[src/rtl/nvm_prog_pkg.sv]
package nvm_prog_pkg;

    localparam int          ADDR_W         = 8;
    localparam int          DATA_W         = 8;
    localparam int          MEM_ADDR_W     = 14;

    // Register offsets
    localparam logic [7:0]  EE_CTRL_OFFSET = 8'h1B;
    localparam logic [7:0]  EPROG_OFFSET   = 8'h1C;

    // Field positions, eeprom_programming_control
    localparam int          EE_POWER_BIT   = 0;
    localparam int          EE_RC_BIT      = 1;
    localparam int          EE_LATCH_BIT   = 2;
    localparam int          EE_ERASE_LO_BIT = 3;
    localparam int          EE_ERASE_HI_BIT = 4;
    localparam int          EE_PUMP_BIT    = 6;

    // Field positions, eprom_programming_control
    localparam int          EP_POWER_BIT   = 0;
    localparam int          EP_LATCH_BIT   = 1;

    // Reset values
    localparam logic [7:0]  EE_CTRL_RESET  = 8'h00;
    localparam logic [1:0]  EPROG_RESET    = 2'h0;
    localparam logic [7:0]  ERASED_BYTE    = 8'h00;

    // Memory windows
    localparam logic [13:0] EEPROM_BASE    = 14'h0300;
    localparam logic [13:0] EEPROM_LAST    = 14'h03EF;
    localparam logic [13:0] EPROM_BASE     = 14'h1000;
    localparam logic [13:0] EPROM_LAST     = 14'h2FBF;

    typedef enum logic [1:0]
    {
        MODE_PROGRAM,
        MODE_BYTE_ERASE,
        MODE_BLOCK_ERASE,
        MODE_BULK_ERASE
    } erase_mode_t;

endpackage

[src/rtl/nvm_power_gate.sv]
`timescale 1ns/100ps
`default_nettype none

module nvm_power_gate
    import nvm_prog_pkg::*;
(
    input  wire logic clk_sys_i,
    input  wire logic rst_n_i,
    input  wire logic wr_i,
    input  wire logic latch_wdata_i,
    input  wire logic power_wdata_i,
    output logic      latch_o,
    output logic      power_o
);

    typedef struct packed
    {
        logic latch;
        logic power;
    } gate_state_t;

    gate_state_t st;
    gate_state_t next_st;

    always_comb
    begin
        next_st = st;
        if (wr_i)
        begin
            next_st.latch = latch_wdata_i;
            next_st.power = power_wdata_i && st.latch && latch_wdata_i; // (RL2) (RL4) (RL7) (RL9)
        end
        if (!next_st.latch)
        begin
            next_st.power = 1'b0; // (RL3) (RL8)
        end
    end

    always_ff @(posedge clk_sys_i)
    begin
        if (!rst_n_i)
        begin
            st <= '0;
        end
        else
        begin
            st <= next_st;
        end
    end

    assign latch_o = st.latch;
    assign power_o = st.power;

endmodule

`default_nettype wire

[src/rtl/nvm_program_control.sv]
// Contract
// (RL1) EEPROM power bit connects programming power; here only while the pump bit (pump_en) is also set
// (RL2) EEPROM power set only with latch set
// (RL3) EEPROM power cleared while latch is zero
// (RL4) No single write sets latch and power
// (RL5) EPROM latch captures address and data
// (RL6) EPROM reads blocked while latch set
// (RL7) EPROM power needs latch already set
// (RL8) EPROM power cleared while latch is zero
// (RL9) No single write sets both EPROM bits
// (RL10) Software sequence programs one EPROM byte
// (RL11) Erased EPROM reads as all zeros
// (RL12) EEPROM latch captures writes, blocks reads
// (RL13) Erase select picks program or erase
// (RL14) Pump set with latch, gated by power; here the pump output follows pump_en and latch only
// (RL15) Latched address and data frozen under power
//
// The strobed register port was chosen for this implementation.
`timescale 1ns/100ps
`default_nettype none

module nvm_program_control
    import nvm_prog_pkg::*;
#(
    parameter int AW = ADDR_W,
    parameter int DW = DATA_W,
    parameter int MW = MEM_ADDR_W
)
(
    input  wire logic          clk_sys_i,
    input  wire logic          rst_n_i,
    input  wire logic [AW-1:0] reg_addr_i,
    input  wire logic [DW-1:0] reg_wdata_i,
    input  wire logic          reg_wr_i,
    input  wire logic          reg_rd_i,
    output logic      [DW-1:0] reg_rdata_o,
    input  wire logic [MW-1:0] mem_addr_i,
    input  wire logic [DW-1:0] mem_wdata_i,
    input  wire logic          mem_wr_i,
    input  wire logic          mem_rd_i,
    input  wire logic [DW-1:0] eeprom_array_rdata_i,
    input  wire logic [DW-1:0] eprom_array_rdata_i,
    output logic      [DW-1:0] mem_rdata_o,
    output logic               mem_rd_blocked_o,
    output logic               eeprom_pump_on_o,
    output logic               eeprom_vpp_on_o,
    output logic               eeprom_rc_select_o,
    output logic      [1:0]    eeprom_erase_mode_o,
    output logic      [MW-1:0] eeprom_prog_addr_o,
    output logic      [DW-1:0] eeprom_prog_data_o,
    output logic               eprom_vpp_on_o,
    output logic      [MW-1:0] eprom_prog_addr_o,
    output logic      [DW-1:0] eprom_prog_data_o
);

    typedef struct packed
    {
        logic          pump_en;
        logic [1:0]    erase_sel;
        logic          rc_sel;
        logic [DW-1:0] rdata;
        logic [DW-1:0] mdata;
        logic          mblk;
        logic          ee_pump;
        logic          ee_vpp;
        logic          ep_vpp;
        logic [MW-1:0] ee_addr;
        logic [DW-1:0] ee_data;
        logic [MW-1:0] ep_addr;
        logic [DW-1:0] ep_data;
    } ctl_state_t;

    ctl_state_t st;
    ctl_state_t next_st;

    logic ee_latch;
    logic ee_power;
    logic ep_latch;
    logic ep_power;
    logic wr_ee_reg;
    logic wr_ep_reg;
    logic in_eeprom;
    logic in_eprom;

    function automatic logic in_range(input logic [MW-1:0] a, input logic [13:0] lo, input logic [13:0] hi);
        in_range = (a >= lo) && (a <= hi);
    endfunction

    assign wr_ee_reg = reg_wr_i && (reg_addr_i == EE_CTRL_OFFSET);
    assign wr_ep_reg = reg_wr_i && (reg_addr_i == EPROG_OFFSET);
    assign in_eeprom = in_range(mem_addr_i, EEPROM_BASE, EEPROM_LAST);
    assign in_eprom  = in_range(mem_addr_i, EPROM_BASE, EPROM_LAST);

    nvm_power_gate u_ee_gate
    (
        .clk_sys_i     (clk_sys_i),
        .rst_n_i       (rst_n_i),
        .wr_i          (wr_ee_reg),
        .latch_wdata_i (reg_wdata_i[EE_LATCH_BIT]),
        .power_wdata_i (reg_wdata_i[EE_POWER_BIT]),
        .latch_o       (ee_latch),
        .power_o       (ee_power)
    );

    nvm_power_gate u_ep_gate
    (
        .clk_sys_i     (clk_sys_i),
        .rst_n_i       (rst_n_i),
        .wr_i          (wr_ep_reg),
        .latch_wdata_i (reg_wdata_i[EP_LATCH_BIT]),
        .power_wdata_i (reg_wdata_i[EP_POWER_BIT]),
        .latch_o       (ep_latch),
        .power_o       (ep_power)
    );

    always_comb
    begin
        next_st = st;
        next_st.rdata = '0;
        next_st.mdata = '0;
        next_st.mblk  = 1'b0;

        // Control bits of eeprom register
        if (wr_ee_reg)
        begin
            next_st.pump_en   = reg_wdata_i[EE_PUMP_BIT]; // (RL14)
            next_st.erase_sel = {reg_wdata_i[EE_ERASE_HI_BIT], reg_wdata_i[EE_ERASE_LO_BIT]}; // (RL13)
            next_st.rc_sel    = reg_wdata_i[EE_RC_BIT];
        end

        // Register read, data one cycle later
        if (reg_rd_i)
        begin
            if (reg_addr_i == EE_CTRL_OFFSET)
            begin
                next_st.rdata[EE_PUMP_BIT]     = st.pump_en;
                next_st.rdata[EE_ERASE_HI_BIT] = st.erase_sel[1];
                next_st.rdata[EE_ERASE_LO_BIT] = st.erase_sel[0];
                next_st.rdata[EE_LATCH_BIT]    = ee_latch;
                next_st.rdata[EE_RC_BIT]       = st.rc_sel;
                next_st.rdata[EE_POWER_BIT]    = ee_power;
            end
            else if (reg_addr_i == EPROG_OFFSET)
            begin
                next_st.rdata[EP_LATCH_BIT] = ep_latch;
                next_st.rdata[EP_POWER_BIT] = ep_power;
            end
        end

        // Address and data latches
        if (mem_wr_i && in_eeprom && ee_latch && !ee_power)
        begin
            next_st.ee_addr = mem_addr_i; // (RL12) (RL15)
            next_st.ee_data = mem_wdata_i;
        end
        if (mem_wr_i && in_eprom && ep_latch && !ep_power)
        begin
            next_st.ep_addr = mem_addr_i; // (RL5) (RL15)
            next_st.ep_data = mem_wdata_i;
        end

        // Array reads, blocked while latched
        if (mem_rd_i)
        begin
            if (in_eeprom)
            begin
                if (ee_latch)
                begin
                    next_st.mblk = 1'b1; // (RL12)
                end
                else
                begin
                    next_st.mdata = eeprom_array_rdata_i;
                end
            end
            else if (in_eprom)
            begin
                if (ep_latch)
                begin
                    next_st.mblk = 1'b1; // (RL6)
                end
                else
                begin
                    next_st.mdata = eprom_array_rdata_i; // (RL11)
                end
            end
        end

        // Power switches
        next_st.ee_pump = st.pump_en && ee_latch; // (RL14)
        next_st.ee_vpp  = ee_power && st.pump_en; // (RL1) (RL14)
        next_st.ep_vpp  = ep_power; // (RL7)
    end

    always_ff @(posedge clk_sys_i)
    begin
        if (!rst_n_i)
        begin
            st <= '0;
        end
        else
        begin
            st <= next_st;
        end
    end

    assign reg_rdata_o         = st.rdata;
    assign mem_rdata_o         = st.mdata;
    assign mem_rd_blocked_o    = st.mblk;
    assign eeprom_pump_on_o    = st.ee_pump;
    assign eeprom_vpp_on_o     = st.ee_vpp;
    assign eeprom_rc_select_o  = st.rc_sel;
    assign eeprom_erase_mode_o = st.erase_sel;
    assign eeprom_prog_addr_o  = st.ee_addr;
    assign eeprom_prog_data_o  = st.ee_data;
    assign eprom_vpp_on_o      = st.ep_vpp;
    assign eprom_prog_addr_o   = st.ep_addr;
    assign eprom_prog_data_o   = st.ep_data;

endmodule

`default_nettype wire

[config.mk]
export PLATFORM = sky130hd
export DESIGN_NAME = nvm_program_control
export DESIGN_NICKNAME = d
export VERILOG_FILES = /design/src/rtl/nvm_prog_pkg.sv /design/src/rtl/nvm_power_gate.sv /design/src/rtl/nvm_program_control.sv
export SDC_FILE = /design/constraint.sdc
export NUM_CORES = 1
export LEC_CHECK = 0
export ABC_AREA = 1
export BUFFER_PORTS_ARGS = -buffer_cell sky130_fd_sc_hd__clkbuf_2
export CAP_MARGIN = 20
export CORE_MARGIN = 3
export CORE_UTILIZATION = 37
export CTS_CLUSTER_DIAMETER = 150
export DETAILED_ROUTE_END_ITERATION = 10
export PLACE_DENSITY = 0.68
export SETUP_SLACK_MARGIN = 0.3
export SLEW_MARGIN = 20
export SYNTH_ARGS = -nofsm -noshare
export SYNTH_HDL_FRONTEND = slang
export SYNTH_SLANG_ARGS = --single-unit
[constraint.sdc]
create_clock -name clk_sys_i -period 1.93 [get_ports clk_sys_i]
set_input_delay 0.386 -clock clk_sys_i [delete_from_list [all_inputs] [get_ports clk_sys_i]]
set_output_delay 0.386 -clock clk_sys_i [all_outputs]
set_load 0.05 [all_outputs]
======== After elaboration in Yosys (flattened, before gate mapping) ========
Index checks and enable logic that the tools add are counted.
storage, ports and cells
  bits in registers ....................... 72
  output and inout port bits .............. 67
operators by class
  $lt $le $gt $ge ......................... 4
  equal/unequal tests ..................... 2
  multiplexer cells ....................... 10
  reduce and logical (&&, ||, !) cells .... 23
operators with widths
  cell                                                   count
  two-way mux 9 bit                                      2
  equality test 8 x 5 -> 1 bit, second input constant    2
  logical AND 1 bit                                      16
  two-way mux 8 bit                                      2
  >= comparator 14 x 10 -> 1 bit, second input constant  1
  >= comparator 14 x 13 -> 1 bit, second input constant  1
  <= comparator 14 x 10 -> 1 bit, second input constant  1
  <= comparator 14 bit, second input constant            1
  two-way mux 2 bit                                      4
  AND reduction 2 bit                                    4
  AND reduction 3 bit                                    1
  zero test 1 bit                                        2
  two-way mux 1 bit                                      2

======== Logic depth before layout (Yosys ltp) ========
Gate-level depths: netlist of run 1.
  depth after elaboration ................. 5
  gate-level depth with buffers ........... 10
  depth with buffers taken out ............ 9

======== By module ========
Synthesis of run 1 repeated with hierarchy kept, for this count alone.
second synthesis, totals
  cell total of the unflattened synthesis .. 440
  area total of the unflattened synthesis .. 3359.5 um2
modules (own cells, without submodules)
  module               instances  cells each  area each (um2)  seq. area each (um2)
  nvm_program_control  1          412         3179.3           1321.3
  nvm_power_gate       2          14          90.1             40.0

======== Worst setup path after synthesis of run 1 ========
No wires, ideal clock.
  kind .................................... input port to flip-flop
  from .................................... input port mem_addr_i[12]
  to ...................................... register st (netlist bit eeprom_prog_addr_o[0])
  setup time .............................. 112 ps
  arrival time ............................ 1181 ps
  required time ........................... 1818 ps
  slack ................................... 637 ps
  stages .................................. 8
  path buffers ............................ 2
  cell sequence ........................... nor2_1 -> nand3_1 -> nor2_1 -> nand3_1 -> buf_6 -> buf_6 -> nor2_2 -> nor2_1
on the way
  cells in the longest elaborated chain, start to end .. 5
  elaborated cells between the ends (all ways) .. 6
  classes of those cells .................. order compare (2); reduce/logical (4)
RTL lines
  item                                                                                     RTL line                    text
  start, declared                                                                          nvm_program_control.sv:37   input wire logic [MW-1:0] mem_addr_i,
  >= comparator 14 x 10 -> 1 bit / <= comparator 14 x 10 -> 1 bit (equally long branches)  nvm_program_control.sv:86   in_range = (a >= lo) && (a <= hi);
  logical AND 1 bit (*)                                                                    nvm_program_control.sv:86
  logical AND 1 bit (*) (3 in a row)                                                       nvm_program_control.sv:151  if (mem_wr_i && in_eeprom && ee_latch && !ee_power)
  end signal, assigned                                                                     nvm_program_control.sv:203  st <= next_st;
  end, declared                                                                            nvm_program_control.sv:73   ctl_state_t st;
Mark *: on every way between the ends. The rest lies on a longest branch, timed or not.
A chain may end at the register's enable or synchronous reset.

======== Final worst setup path of run 1 ========
  from .................................... register u_ee_gate.st (netlist bit u_ee_gate.latch_o)
  to ...................................... register st (netlist bit eeprom_prog_data_o[1])
on the way
  cells in the longest elaborated chain, start to end .. 2
RTL lines
  item                            RTL line                    text
  start, declared                 nvm_power_gate.sv:22        gate_state_t st;
  start signal, assigned          nvm_power_gate.sv:47        st <= next_st;
  logical AND 1 bit (2 in a row)  nvm_program_control.sv:151
Every way passes these cells.

==> results of run 1 <==
## how the worst max path moves through the flow
| stage | to | depth (start not counted) | from | slack, ns |
|---|---|---|---|---|
| 2_1_floorplan | eeprom_prog_addr_o[0]$_SDFFE_PN0P_ | 8 | mem_addr_i[12] | 0.64 |
| 3_3_place_gp | eprom_prog_data_o[1]$_SDFFE_PN0P_ | 9 | mem_addr_i[9] | 0.41 |
| 3_5_place_dp | mem_rdata_o[1]$_SDFF_PN0_ | 8 | mem_addr_i[12] | 0.35 |
| 4_1_cts | eeprom_prog_data_o[5]$_SDFFE_PN0P_ | 7 | u_ee_gate.latch_o$_SDFF_PN0_ | 0.51 |
| 5_1_grt | eeprom_prog_data_o[0]$_SDFFE_PN0P_ | 7 | u_ee_gate.latch_o$_SDFF_PN0_ | 0.44 |
| 6_report | eeprom_prog_data_o[1]$_SDFFE_PN0P_ | 6 | u_ee_gate.latch_o$_SDFF_PN0_ | 0.56 |
## worst min-delay path, stage by stage
cell and delay [ns]:
clkbuf_2 0.08, nand2_1 0.05, a21oi_1 0.05
## cells in the final DEF, fill, tap and decap left out, types with 2 or more instances in the layout
cell type	n
a21oi_1	12
a21oi_2	2
buf_4	7
bufinv_16	3
clkbuf_1	2
clkbuf_2	122
clkbuf_8	10
clkinv_2	2
conb_1	2
dfxtp_1	70
inv_1	60
nand2_1	86
nand3_1	31
nand3b_1	8
nand4_1	2
nor2_1	76
nor2_2	16
nor2_4	2
nor3_1	3
o21ai_0	8
## metal layers
| metal | track usage (%) | wire length, µm | up-vias | share of wire [%] |
|---|---|---|---|---|
| li1 | - | - | 1463 | - |
| met1 | 16.4 | 3120 | 1179 | 43 |
| met2 | 24.5 | 3410 | 85 | 47 |
| met3 | 6.55 | 706 | 5 | 9.7 |
| met4 | 3.94 | 58 | 0 | 0.80 |
| met5 | 0 | 0 | - | 0 |
## where the power goes
group	switching (µW)	total (µW)	leakage, µW	internal [µW]
registers	1.62	1450	0.000564	1450
clock network	518	1280	0.000110	760
logic	126	202	0.00133	75.5
## kinds of logic after synthesis
| family | count (synthesis) | share of synthesized area [%] |
|---|---|---|
| other | 1 | 0.110 |
| and+or+nand+nor | 230 | 30.4 |
| AOI/OAI and AO/OA | 23 | 3.75 |
| buffers and inverters | 140 | 24.6 |
| DFF | 70 | 41.1 |
## cell type report
| type | count | share of cell area (%) |
|---|---|---|
| Inverter | 62 | 6.69 |
| Clock inverter | 4 | 1.81 |
| Timing Repair Buffer | 130 | 17.7 |
| Tap cell | 108 | 3.49 |
| Sequential cell | 70 | 36.2 |
| Clock buffer | 12 | 3.75 |
| Multi-Input combinational cell | 255 | 30.4 |
## per-stage QoR
stage          std cells  instance area, µm²  setup WS (ns)
2_1_floorplan        465                3410          0.637
3_3_place_gp         625                3650          0.410
3_5_place_dp         625                3650          0.350
4_1_cts              641                3870          0.508
5_1_grt              641                3870          0.440
6_report             641                3870          0.560
## sequential cells by signal, indices dropped and copies added (netlist names)
signal and cells:
mem_rd_blocked_o 1, eeprom_erase_mode_o 2, u_ep_gate.latch_o 1, st 1, eeprom_pump_on_o 1, eprom_vpp_on_o 1
u_ee_gate.power_o 1, eprom_prog_addr_o 14, u_ee_gate.latch_o 1, eeprom_vpp_on_o 1, eprom_prog_data_o 8, mem_rdata_o 8
u_ep_gate.power_o 1, eeprom_rc_select_o 1, eeprom_prog_data_o 8, reg_rdata_o 6, eeprom_prog_addr_o 14
==> reports/results.ini, run 1 <==
[setup_path]
crit_type=reg -> reg
cp-end-kind=flop
cp.arrival_ns=1.60
r2r_end=eeprom_prog_data_o[1]$_SDFFE_PN0P_
cp.buffers_inverters=2
cp_max_fo=20
critPathMaxStageDelay_ns=0.45
worstPathCellList=inv_2 -> nor3_2 -> nand3_2 -> buf_4 -> nor2_1 -> nor2_1
crit_family=simple AND/OR/NAND/NOR gates
start_kind=flop
r2r_slack_ns=0.56
crit_required_ns=2.16
rr_startpoint=u_ee_gate.latch_o$_SDFF_PN0_
crit_path_frequent_cell=nor2_1
cpMaxStageDelayCell=dfxtp_1
ff2ff_path_depth=6

[logic_synthesis]
synthTopCellsByArea=dfxtp_1 (41%), buf_4 (15%), nand2_1 (9.5%), nor2_1 (8.4%), inv_1 (6.6%)
synth_top_area_cell=dfxtp_1
syn_area_um2=3410
synth_area_per_cell_um2=7.34
synth_cell_types=27
dominantRegCellSynth=dfxtp_1
netlist.area_leader.share_pct=41.1
synth_edf_count=0
synthArstFlopShare_pct=0
yosysMostFrequentCell=nand2_1
synth_commonest_cells=nand2_1 (86), nor2_1 (76), dfxtp_1 (70), buf_4 (66), inv_1 (60)
yosysWarnings=0
ys_seq_area_share_pct=41.1
ys_seq_elements=70
synthCells=464

[die]
die_w_um=102
start_util_pct=38.5
rows=34
coreArea_um2=8850
ios=127
fp.dieArea_um2=10400
die_h_um=102

[clock_tree]
ctsResizeCount=0
cts_tree=yes
clockBufferDepth=2
clk_latency_ns=0.33
htree_levels=3
clkSinkCount=70
cts.reportedPaths.clkPinSlew_ns=0.07
cts_root_buf=clkbuf_8
numCtsBuffers=9
cts_hold_buf=0
post_cts_buffers=0

[pwr]
leakagePower_uw=0.00201
total_power_uw=2930
worst_ir_drop_vdd_mv=0.416
power_density_nw_per_um2=758

[finish]
diodes=0
areaGrowthSynthToFinish_pct=13.6
multi_input_area_um2=1170
fillers=936
fin_util_pct=43.7
ff_latch_area_um2=1400
nNetsFinal=588
final_layout_size_suffix_gt1_share_pct=32.5

[route]
route.detailed.drc=0
drt-pass1-iter-count=4
wire_per_inst_um=11.4
first_iter_violations=40
vias=2732
drtAntennaViolNets=0
wirelength_um=7290
viasPerCell=4.26

[run]
cap_violations=0

[min_path]
hold_path_class=in -> reg
min_path_cells=3
hold_end=mem_rdata_o[2]$_SDFF_PN0_
min_from=eeprom_array_rdata_i[2]

[timing]
finalCritPeriodShare_pct=71.0
hold_violations=0
slew_violations=0
fmax_ghz=0.730
finClkSkew_ns=0.00935
setup-tns-final_ns=0
rsz0062_at_grt=no
period_minus_slack_ns=1.37
setup_viol=0
whs_ns=0.279

[global_route]
grt_max_degree=25
grt_pass1_vias=2680
track_usage_pct=14.4
overflow=0
antenna_found_initial=0
grt_first_pass_wirelength_um=11900

[place]
dp_hpwl_um=5570
gp_congestion=0.745
portBuffers=122

[status]
status=complete, no violations

Note: power is estimated with default switching activity, not from simulation.
==> run 2, diff against run 1 <==
==> constraint.sdc (replaced) <==
create_clock -name clk_sys_i -period 1.4 [get_ports clk_sys_i]
set_input_delay 0.28 -clock clk_sys_i [delete_from_list [all_inputs] [get_ports clk_sys_i]]
set_output_delay 0.28 -clock clk_sys_i [all_outputs]
set_load 0.05 [all_outputs]
==> reports/results.ini, run 2 (same netlist as run 1, synthesis figures left out) <==
[status]
status=complete, no violations

[timing]
rsz0062_at_grt=yes
setup-tns-final_ns=0  ; unchanged
setup_viol=0  ; unchanged
finalCritPeriodShare_pct=94.5  ; +24 points
fmax_ghz=0.756  ; +3.5%
finClkSkew_ns=0.00570  ; -0.00366 ns
period_minus_slack_ns=1.32  ; -0.0465 ns
setup_ws_ns=0.0770  ; -0.483 ns
hold_violations=0  ; unchanged
slew_violations=0  ; unchanged

[clock_tree]
htree_levels=3  ; unchanged
clockBufferDepth=2  ; unchanged
clkSinkCount=70  ; unchanged
cts.reportedPaths.clkPinSlew_ns=0.08  ; about the same
cts_hold_buf=0  ; unchanged
cts_tree=yes
cts_root_buf=clkbuf_8
numCtsBuffers=9  ; unchanged
clk_latency_ns=0.34  ; about the same

[die]
start_util_pct=38.5  ; unchanged
rows=34  ; unchanged
die_h_um=102  ; unchanged
ios=127  ; unchanged
fp.dieArea_um2=10400  ; unchanged
die_w_um=102  ; unchanged
coreArea_um2=8850  ; unchanged

[setup_path]
crit_cells=7  ; +1
cp.arrival_ns=1.59  ; about the same
cp_max_fo=6  ; -70%
cpMaxStageDelayCell=dfxtp_2
crit_required_ns=1.67  ; -0.49 ns
cp-end-kind=flop
critPathMaxStageDelay_ns=0.34  ; -0.11 ns
rr_startpoint=u_ee_gate.power_o$_SDFFE_PN0P_
crit_type=reg -> reg
cp.buffers_inverters=2  ; unchanged
r2r_end=eeprom_prog_data_o[3]$_SDFFE_PN0P_
r2r_slack_ns=0.08  ; -0.48 ns
crit_family=simple AND/OR/NAND/NOR gates
worstPathCellList=nor3_4 -> nand3_4 -> buf_6 -> clkbuf_16 -> nand2_1 -> nand2_1 -> nor2_1
endpoint=eeprom_prog_data_o[3]$_SDFFE_PN0P_
ff2ff_path_depth=7  ; +1
crit_path_frequent_cell=nand2_1
cp-startpoint=u_ee_gate.power_o$_SDFFE_PN0P_
start_kind=flop

[route]
wirelength_um=9470  ; +30%
viasPerCell=4.53  ; +6.3%
drt-pass1-iter-count=4  ; unchanged
drtAntennaViolNets=0  ; unchanged
wire_per_inst_um=13.9  ; +22%
first_iter_violations=89  ; +120%
route.detailed.drc=0  ; unchanged
vias=3093  ; +13%

[finish]
diodes=0  ; unchanged
final_layout_size_suffix_gt1_share_pct=60.3  ; +28 points
final_common_cell=nand2_1
stdcell_area_um2=5680  ; +47%
ff_latch_area_um2=1520  ; +8.3%
fillers=711  ; -24%
nNetsFinal=631  ; +7.3%
final_cell_mix=nand2_1 (75), dfxtp_2 (57), clkbuf_2 (55)
multi_input_area_um2=1460  ; +24%
areaGrowthSynthToFinish_pct=66.9

[global_route]
grt_pass1_vias=3128  ; +17%
grt_first_pass_wirelength_um=14300  ; +21%
track_usage_pct=17.6  ; +3.2 points
antenna_found_initial=0  ; unchanged
grt_max_degree=28  ; +12%
overflow=0  ; unchanged

[min_path]
hold_path_class=in -> reg

[place]
dp_hpwl_um=5580  ; +0.24%
gp_congestion=0.754  ; +1.1%
dpl-instance-area_um2=3830  ; +4.8%
portBuffers=122  ; unchanged
pre_cts_slack_ns=-0.0887  ; -0.439 ns

[pwr]
worst_ir_drop_vdd_mv=0.476  ; +14%
power_density_nw_per_um2=692  ; -8.7%
leakagePower_uw=0.00265  ; +32%

[run]
cap_violations=0  ; unchanged

[run 2: changes by cell type in the layout (fill, tap and decap cells not counted), moves of 12 or more]
cell,delta
clkbuf_2,-67
dfxtp_1,-69
nand3_1,-13
buf_8,+39
nor2_4,+16
dfxtp_4,+12
dfxtp_2,+57
clkbuf_16,+28
nor2_1,-27
buf_4,+29
[run 2: how the worst min path moves through the flow]
stage | startpoint | endpoint | slack (ns) | cells past startpoint
floorplan | mem_addr_i[0] | eeprom_prog_addr_o[0]$_SDFFE_PN0P_ | 0.41 | 2
global placement | eeprom_prog_addr_o[10]$_SDFFE_PN0P_ | eeprom_prog_addr_o[10]$_SDFFE_PN0P_ | 0.43 | 2
detailed placement | eeprom_prog_addr_o[10]$_SDFFE_PN0P_ | eeprom_prog_addr_o[10]$_SDFFE_PN0P_ | 0.44 | 2
CTS | eeprom_array_rdata_i[4] | mem_rdata_o[4]$_SDFF_PN0_ | 0.14 | 3
global route | eeprom_array_rdata_i[5] | mem_rdata_o[5]$_SDFF_PN0_ | 0.13 | 3
finish | eeprom_array_rdata_i[4] | mem_rdata_o[4]$_SDFF_PN0_ | 0.16 | 3
[run 2: power breakdown]
group	switching [µW]	leakage [µW]	total, µW	internal (µW)
registers	5.56	0.000603	1980	1980
logic	205	0.00195	349	144
clock network	746	0.0000952	1600	857
total	956	0.00265	3930	2980
[run 2: timing repair]
action / in CTS / in global routing
cloned: 5 / 2
resized for setup: 242 / 111
endpoints found under the setup margin: 111 / 121
pin swaps: 7 / 29
buffers inserted: 12 / 17
[run 2: stage by stage]
step	hold slack (ns)	utilization (%)	instances	total power, µW
global placement	0.435	43.3	632	2360
CTS	0.140	59.3	664	3980
floorplan	0.408	-	465	2220
detailed placement	0.439	43.3	632	2360
global route	0.134	64.2	683	4120
finish	0.156	64.2	683	3930
[run 2: worst reg2reg max path: cells and delay by family (launching register included)]
kind	cells	cell delay, ns
flip-flops	1	0.34
AND/OR/NAND/NOR	5	0.59
buffers and inverters	2	0.32
[run 2: layout make-up]
cell class                 count  area share, %
clock buffer                  11           2.49
clock inverter                 4          0.837
inverter                      62           4.56
multi-input combinational    255           25.6
sequential                    70           26.7
tap                          108           2.38
timing repair buffer         173           37.4
[run 2: metal layers]
layer / global-route usage (%) / wire (µm) / vias to the layer above
met2: 30.2 / 4850 / 92
met3: 6.55 / 603 / 17
met5: 0 / 0 / -
li1: - / - / 1554
met4: 5.55 / 210 / 0
met1: 20.3 / 3810 / 1430
==> run 3, diff against run 2 <==
--- a/config.mk
+++ b/config.mk
@@ -5,14 +5,13 @@
 export SDC_FILE = /design/constraint.sdc
 export NUM_CORES = 1
 export LEC_CHECK = 0
-export ABC_AREA = 1
-export BUFFER_PORTS_ARGS = -buffer_cell sky130_fd_sc_hd__clkbuf_2
+export BUFFER_PORTS_ARGS = -buffer_cell sky130_fd_sc_hd__buf_2
 export CAP_MARGIN = 20
 export CORE_MARGIN = 3
 export CORE_UTILIZATION = 37
 export CTS_CLUSTER_DIAMETER = 150
 export DETAILED_ROUTE_END_ITERATION = 10
-export PLACE_DENSITY = 0.68
+export PLACE_DENSITY = 0.7
 export SETUP_SLACK_MARGIN = 0.3
 export SLEW_MARGIN = 20
 export SYNTH_ARGS = -nofsm -noshare
==> reports/results.ini, run 3 <==
[die]
die_h_um=97.5  ; -4.4%
start_util_pct=39.1  ; +0.57 points
fp.dieArea_um2=9500  ; -8.5%
coreArea_um2=7930  ; -10%
die_w_um=97.5  ; -4.4%
ios=127  ; unchanged
rows=32  ; -5.9%

[global_route]
track_usage_pct=18.9  ; +1.3 points
overflow=0  ; unchanged
grt_first_pass_wirelength_um=14400  ; +0.77%
antenna_found_initial=0  ; unchanged
grt_pass1_vias=2830  ; -9.5%
grt_max_degree=30  ; +7.1%

[finish]
final_layout_size_suffix_gt1_share_pct=71.6  ; +11 points
final_cell_mix=dfxtp_2 (65), buf_8 (62), buf_2 (49)
final_common_cell=dfxtp_2
diodes=0  ; unchanged
nNetsFinal=513  ; -19%
areaGrowthSynthToFinish_pct=64.2
fin_util_pct=64.1  ; -0.084 points
stdcell_area_um2=5080  ; -11%

[route]
wl_met3_um=528  ; -12%
viasPerCell=4.94  ; +9.1%
drtAntennaViolNets=0  ; unchanged
drt-pass1-iter-count=4  ; unchanged
routedLengthMet1_um=3800  ; -0.21%
wl_met2_um=4980  ; +2.6%
vias=2768  ; -11%
wire_per_inst_um=17.0  ; +23%
route.detailed.drc=0  ; unchanged
wirelength_um=9510  ; +0.44%
top_layer_used=met4
first_iter_violations=87  ; -2.2%

[clock_tree]
cts.reportedPaths.clkPinSlew_ns=0.08  ; about the same
clk_latency_ns=0.35  ; about the same
cts_hold_buf=0  ; unchanged
numCtsBuffers=9  ; unchanged
htree_levels=3  ; unchanged
clockBufferDepth=2  ; unchanged
cts_tree=yes
cts_root_buf=clkbuf_8
clkSinkCount=70  ; unchanged

[timing]
setup_viol=0  ; unchanged
period_minus_slack_ns=1.28  ; -0.0423 ns
fmax_ghz=0.781  ; +3.3%
rsz0062_at_grt=yes
finClkSkew_ns=0.0137  ; +0.00804 ns
hold_violations=0  ; unchanged
slew_violations=0  ; unchanged
finalCritPeriodShare_pct=91.5  ; -3.0 points

[pwr]
total_power_uw=4170  ; +5.9%
power_density_nw_per_um2=819  ; +18%
leakagePower_uw=0.00214  ; -19%
worst_ir_drop_vdd_mv=0.525  ; +10%

[status]
status=complete, no violations

[logic_synthesis]
synth_commonest_cells=dfxtp_1 (70), buf_4 (62), nand2_1 (40), a21oi_1 (32), nand3_1 (24)
yosysMostFrequentCell=dfxtp_1
synthCells=339  ; -27%
synth_cell_types=36  ; +33%
ys_seq_area_share_pct=45.3  ; +4.1 points
syn_area_um2=3100  ; -9.1%
synth_top_area_cell=dfxtp_1
yosysWarnings=0  ; unchanged
netlist.area_leader.share_pct=45.3  ; +4.1 points
synth_area_per_cell_um2=9.13  ; +24%
synth_edf_count=0  ; unchanged
ys_seq_elements=70  ; unchanged
dominantRegCellSynth=dfxtp_1
synthArstFlopShare_pct=0  ; unchanged
synthTopCellsByArea=dfxtp_1 (45%), buf_4 (15%), a21oi_1 (5.2%), nand2_1 (4.8%), nand3_1 (3.9%)

[min_path]
hold_path_class=in -> reg
min_path_cells=2  ; -1
min_from=eeprom_array_rdata_i[6]
hold_end=mem_rdata_o[6]$_SDFF_PN0_

[setup_path]
r2r_end=eeprom_prog_data_o[2]$_SDFFE_PN0P_
start_kind=flop
ff2ff_path_depth=5  ; -2
r2r_slack_ns=0.12  ; +0.04 ns
cp.arrival_ns=1.55  ; -0.04 ns
cp-end-kind=flop
cp_max_fo=7  ; +1
crit_type=reg -> reg
crit_required_ns=1.67  ; about the same
rr_startpoint=u_ee_gate.power_o$_SDFFE_PN0P_

[run]
cap_violations=0  ; unchanged

[place]
dp_hpwl_um=5660  ; +1.5%
portBuffers=122  ; unchanged
gp_congestion=0.791  ; +4.9%
dpl-instance-area_um2=3540  ; -7.5%

==> run 3: changes by cell type after synthesis, sizes merged, moves of 5 or more <==
cell    previous run  this run
buf               73        68
o21ai              8        21
nand3b             8         0
mux2i              0         6
and2               0         6
nand3             33        25
and3               0         6
nor2              94        11
inv               61         1
a21oi             14        40
a22o               0        10
clkbuf             5        11
nand2             87        40
==> run 3: report_power, final <==
group	total, µW	leakage [µW]	switching [µW]	internal (µW)
Clock	1770	0.000106	772	1000
Sequential	2000	0.000600	5.51	1990
Combinational	396	0.00143	216	180
Total	4170	0.00214	993	3170
==> run 3: area by class of cell <==
cell class,count,area (µm²)
clock buffers,10,128
clock inverters,6,86.3
fillers,628,2840
inverters,1,3.75
multi-input cells,193,1440
flip-flops and latches,70,1490
well taps,102,128
repair buffers,178,1810
==> run 3: how the worst max path moves through the flow <==
stage,startpoint,end,slack [ns],cells after the start
floorplan,mem_addr_i[12],eeprom_prog_addr_o[1]$_SDFFE_PN0P_,0.12,6
global placement,mem_addr_i[8],mem_rdata_o[3]$_SDFF_PN0_,-0.13,5
detailed placement,mem_addr_i[8],mem_rdata_o[3]$_SDFF_PN0_,-0.19,5
CTS,u_ee_gate.power_o$_SDFFE_PN0P_,eeprom_prog_addr_o[6]$_SDFFE_PN0P_,0.16,5
global route,u_ee_gate.power_o$_SDFFE_PN0P_,eeprom_prog_data_o[0]$_SDFFE_PN0P_,0.06,5
finish,u_ee_gate.power_o$_SDFFE_PN0P_,eeprom_prog_data_o[2]$_SDFFE_PN0P_,0.12,5
==> run 3: timing repair <==
| action | CTS | global route |
|---|---|---|
| setup endpoints to repair | 117 | 123 |
| setup buffers | 9 | 23 |
| cloned | 3 | 1 |
| resized for setup | 263 | 71 |
| pin swaps | 15 | 18 |
==> run 3: stage by stage <==
step,worst slack [ns],TNS [ns],hold WS (ns),std cells
4_1_cts,0.162,0,0.128,536
5_1_grt,0.0610,0,0.138,560
2_1_floorplan,0.121,0,0.402,340
6_report,0.119,0,0.142,560
3_5_place_dp,-0.186,-7.21,0.448,508
3_3_place_gp,-0.131,-4.40,0.444,508
==> run 3: cell families after synthesis <==
kind of cell | synth area share (%)
other | 0.121
AND/OR/NAND/NOR | 18.7
XOR/XNOR | 0.525
flip-flops | 45.3
AO/OA/AOI/OAI | 14.9
buffers and inverters | 18.5
multiplexers | 1.94
==> run 3: worst max-delay path, stage by stage (launching register included) <==
cell and delay (ns):
dfxtp_2 0.32, and3b_1 0.24, and4_4 0.27, buf_6 0.15, nand2_2 0.07, a21oi_2 0.14
==> run 3: routing by layer <==
layer,vias up,global-route usage (%)
li1,1340,-
met1,1314,21.8
met2,97,32.8
met3,17,5.46
met4,0,7.35
met5,-,0
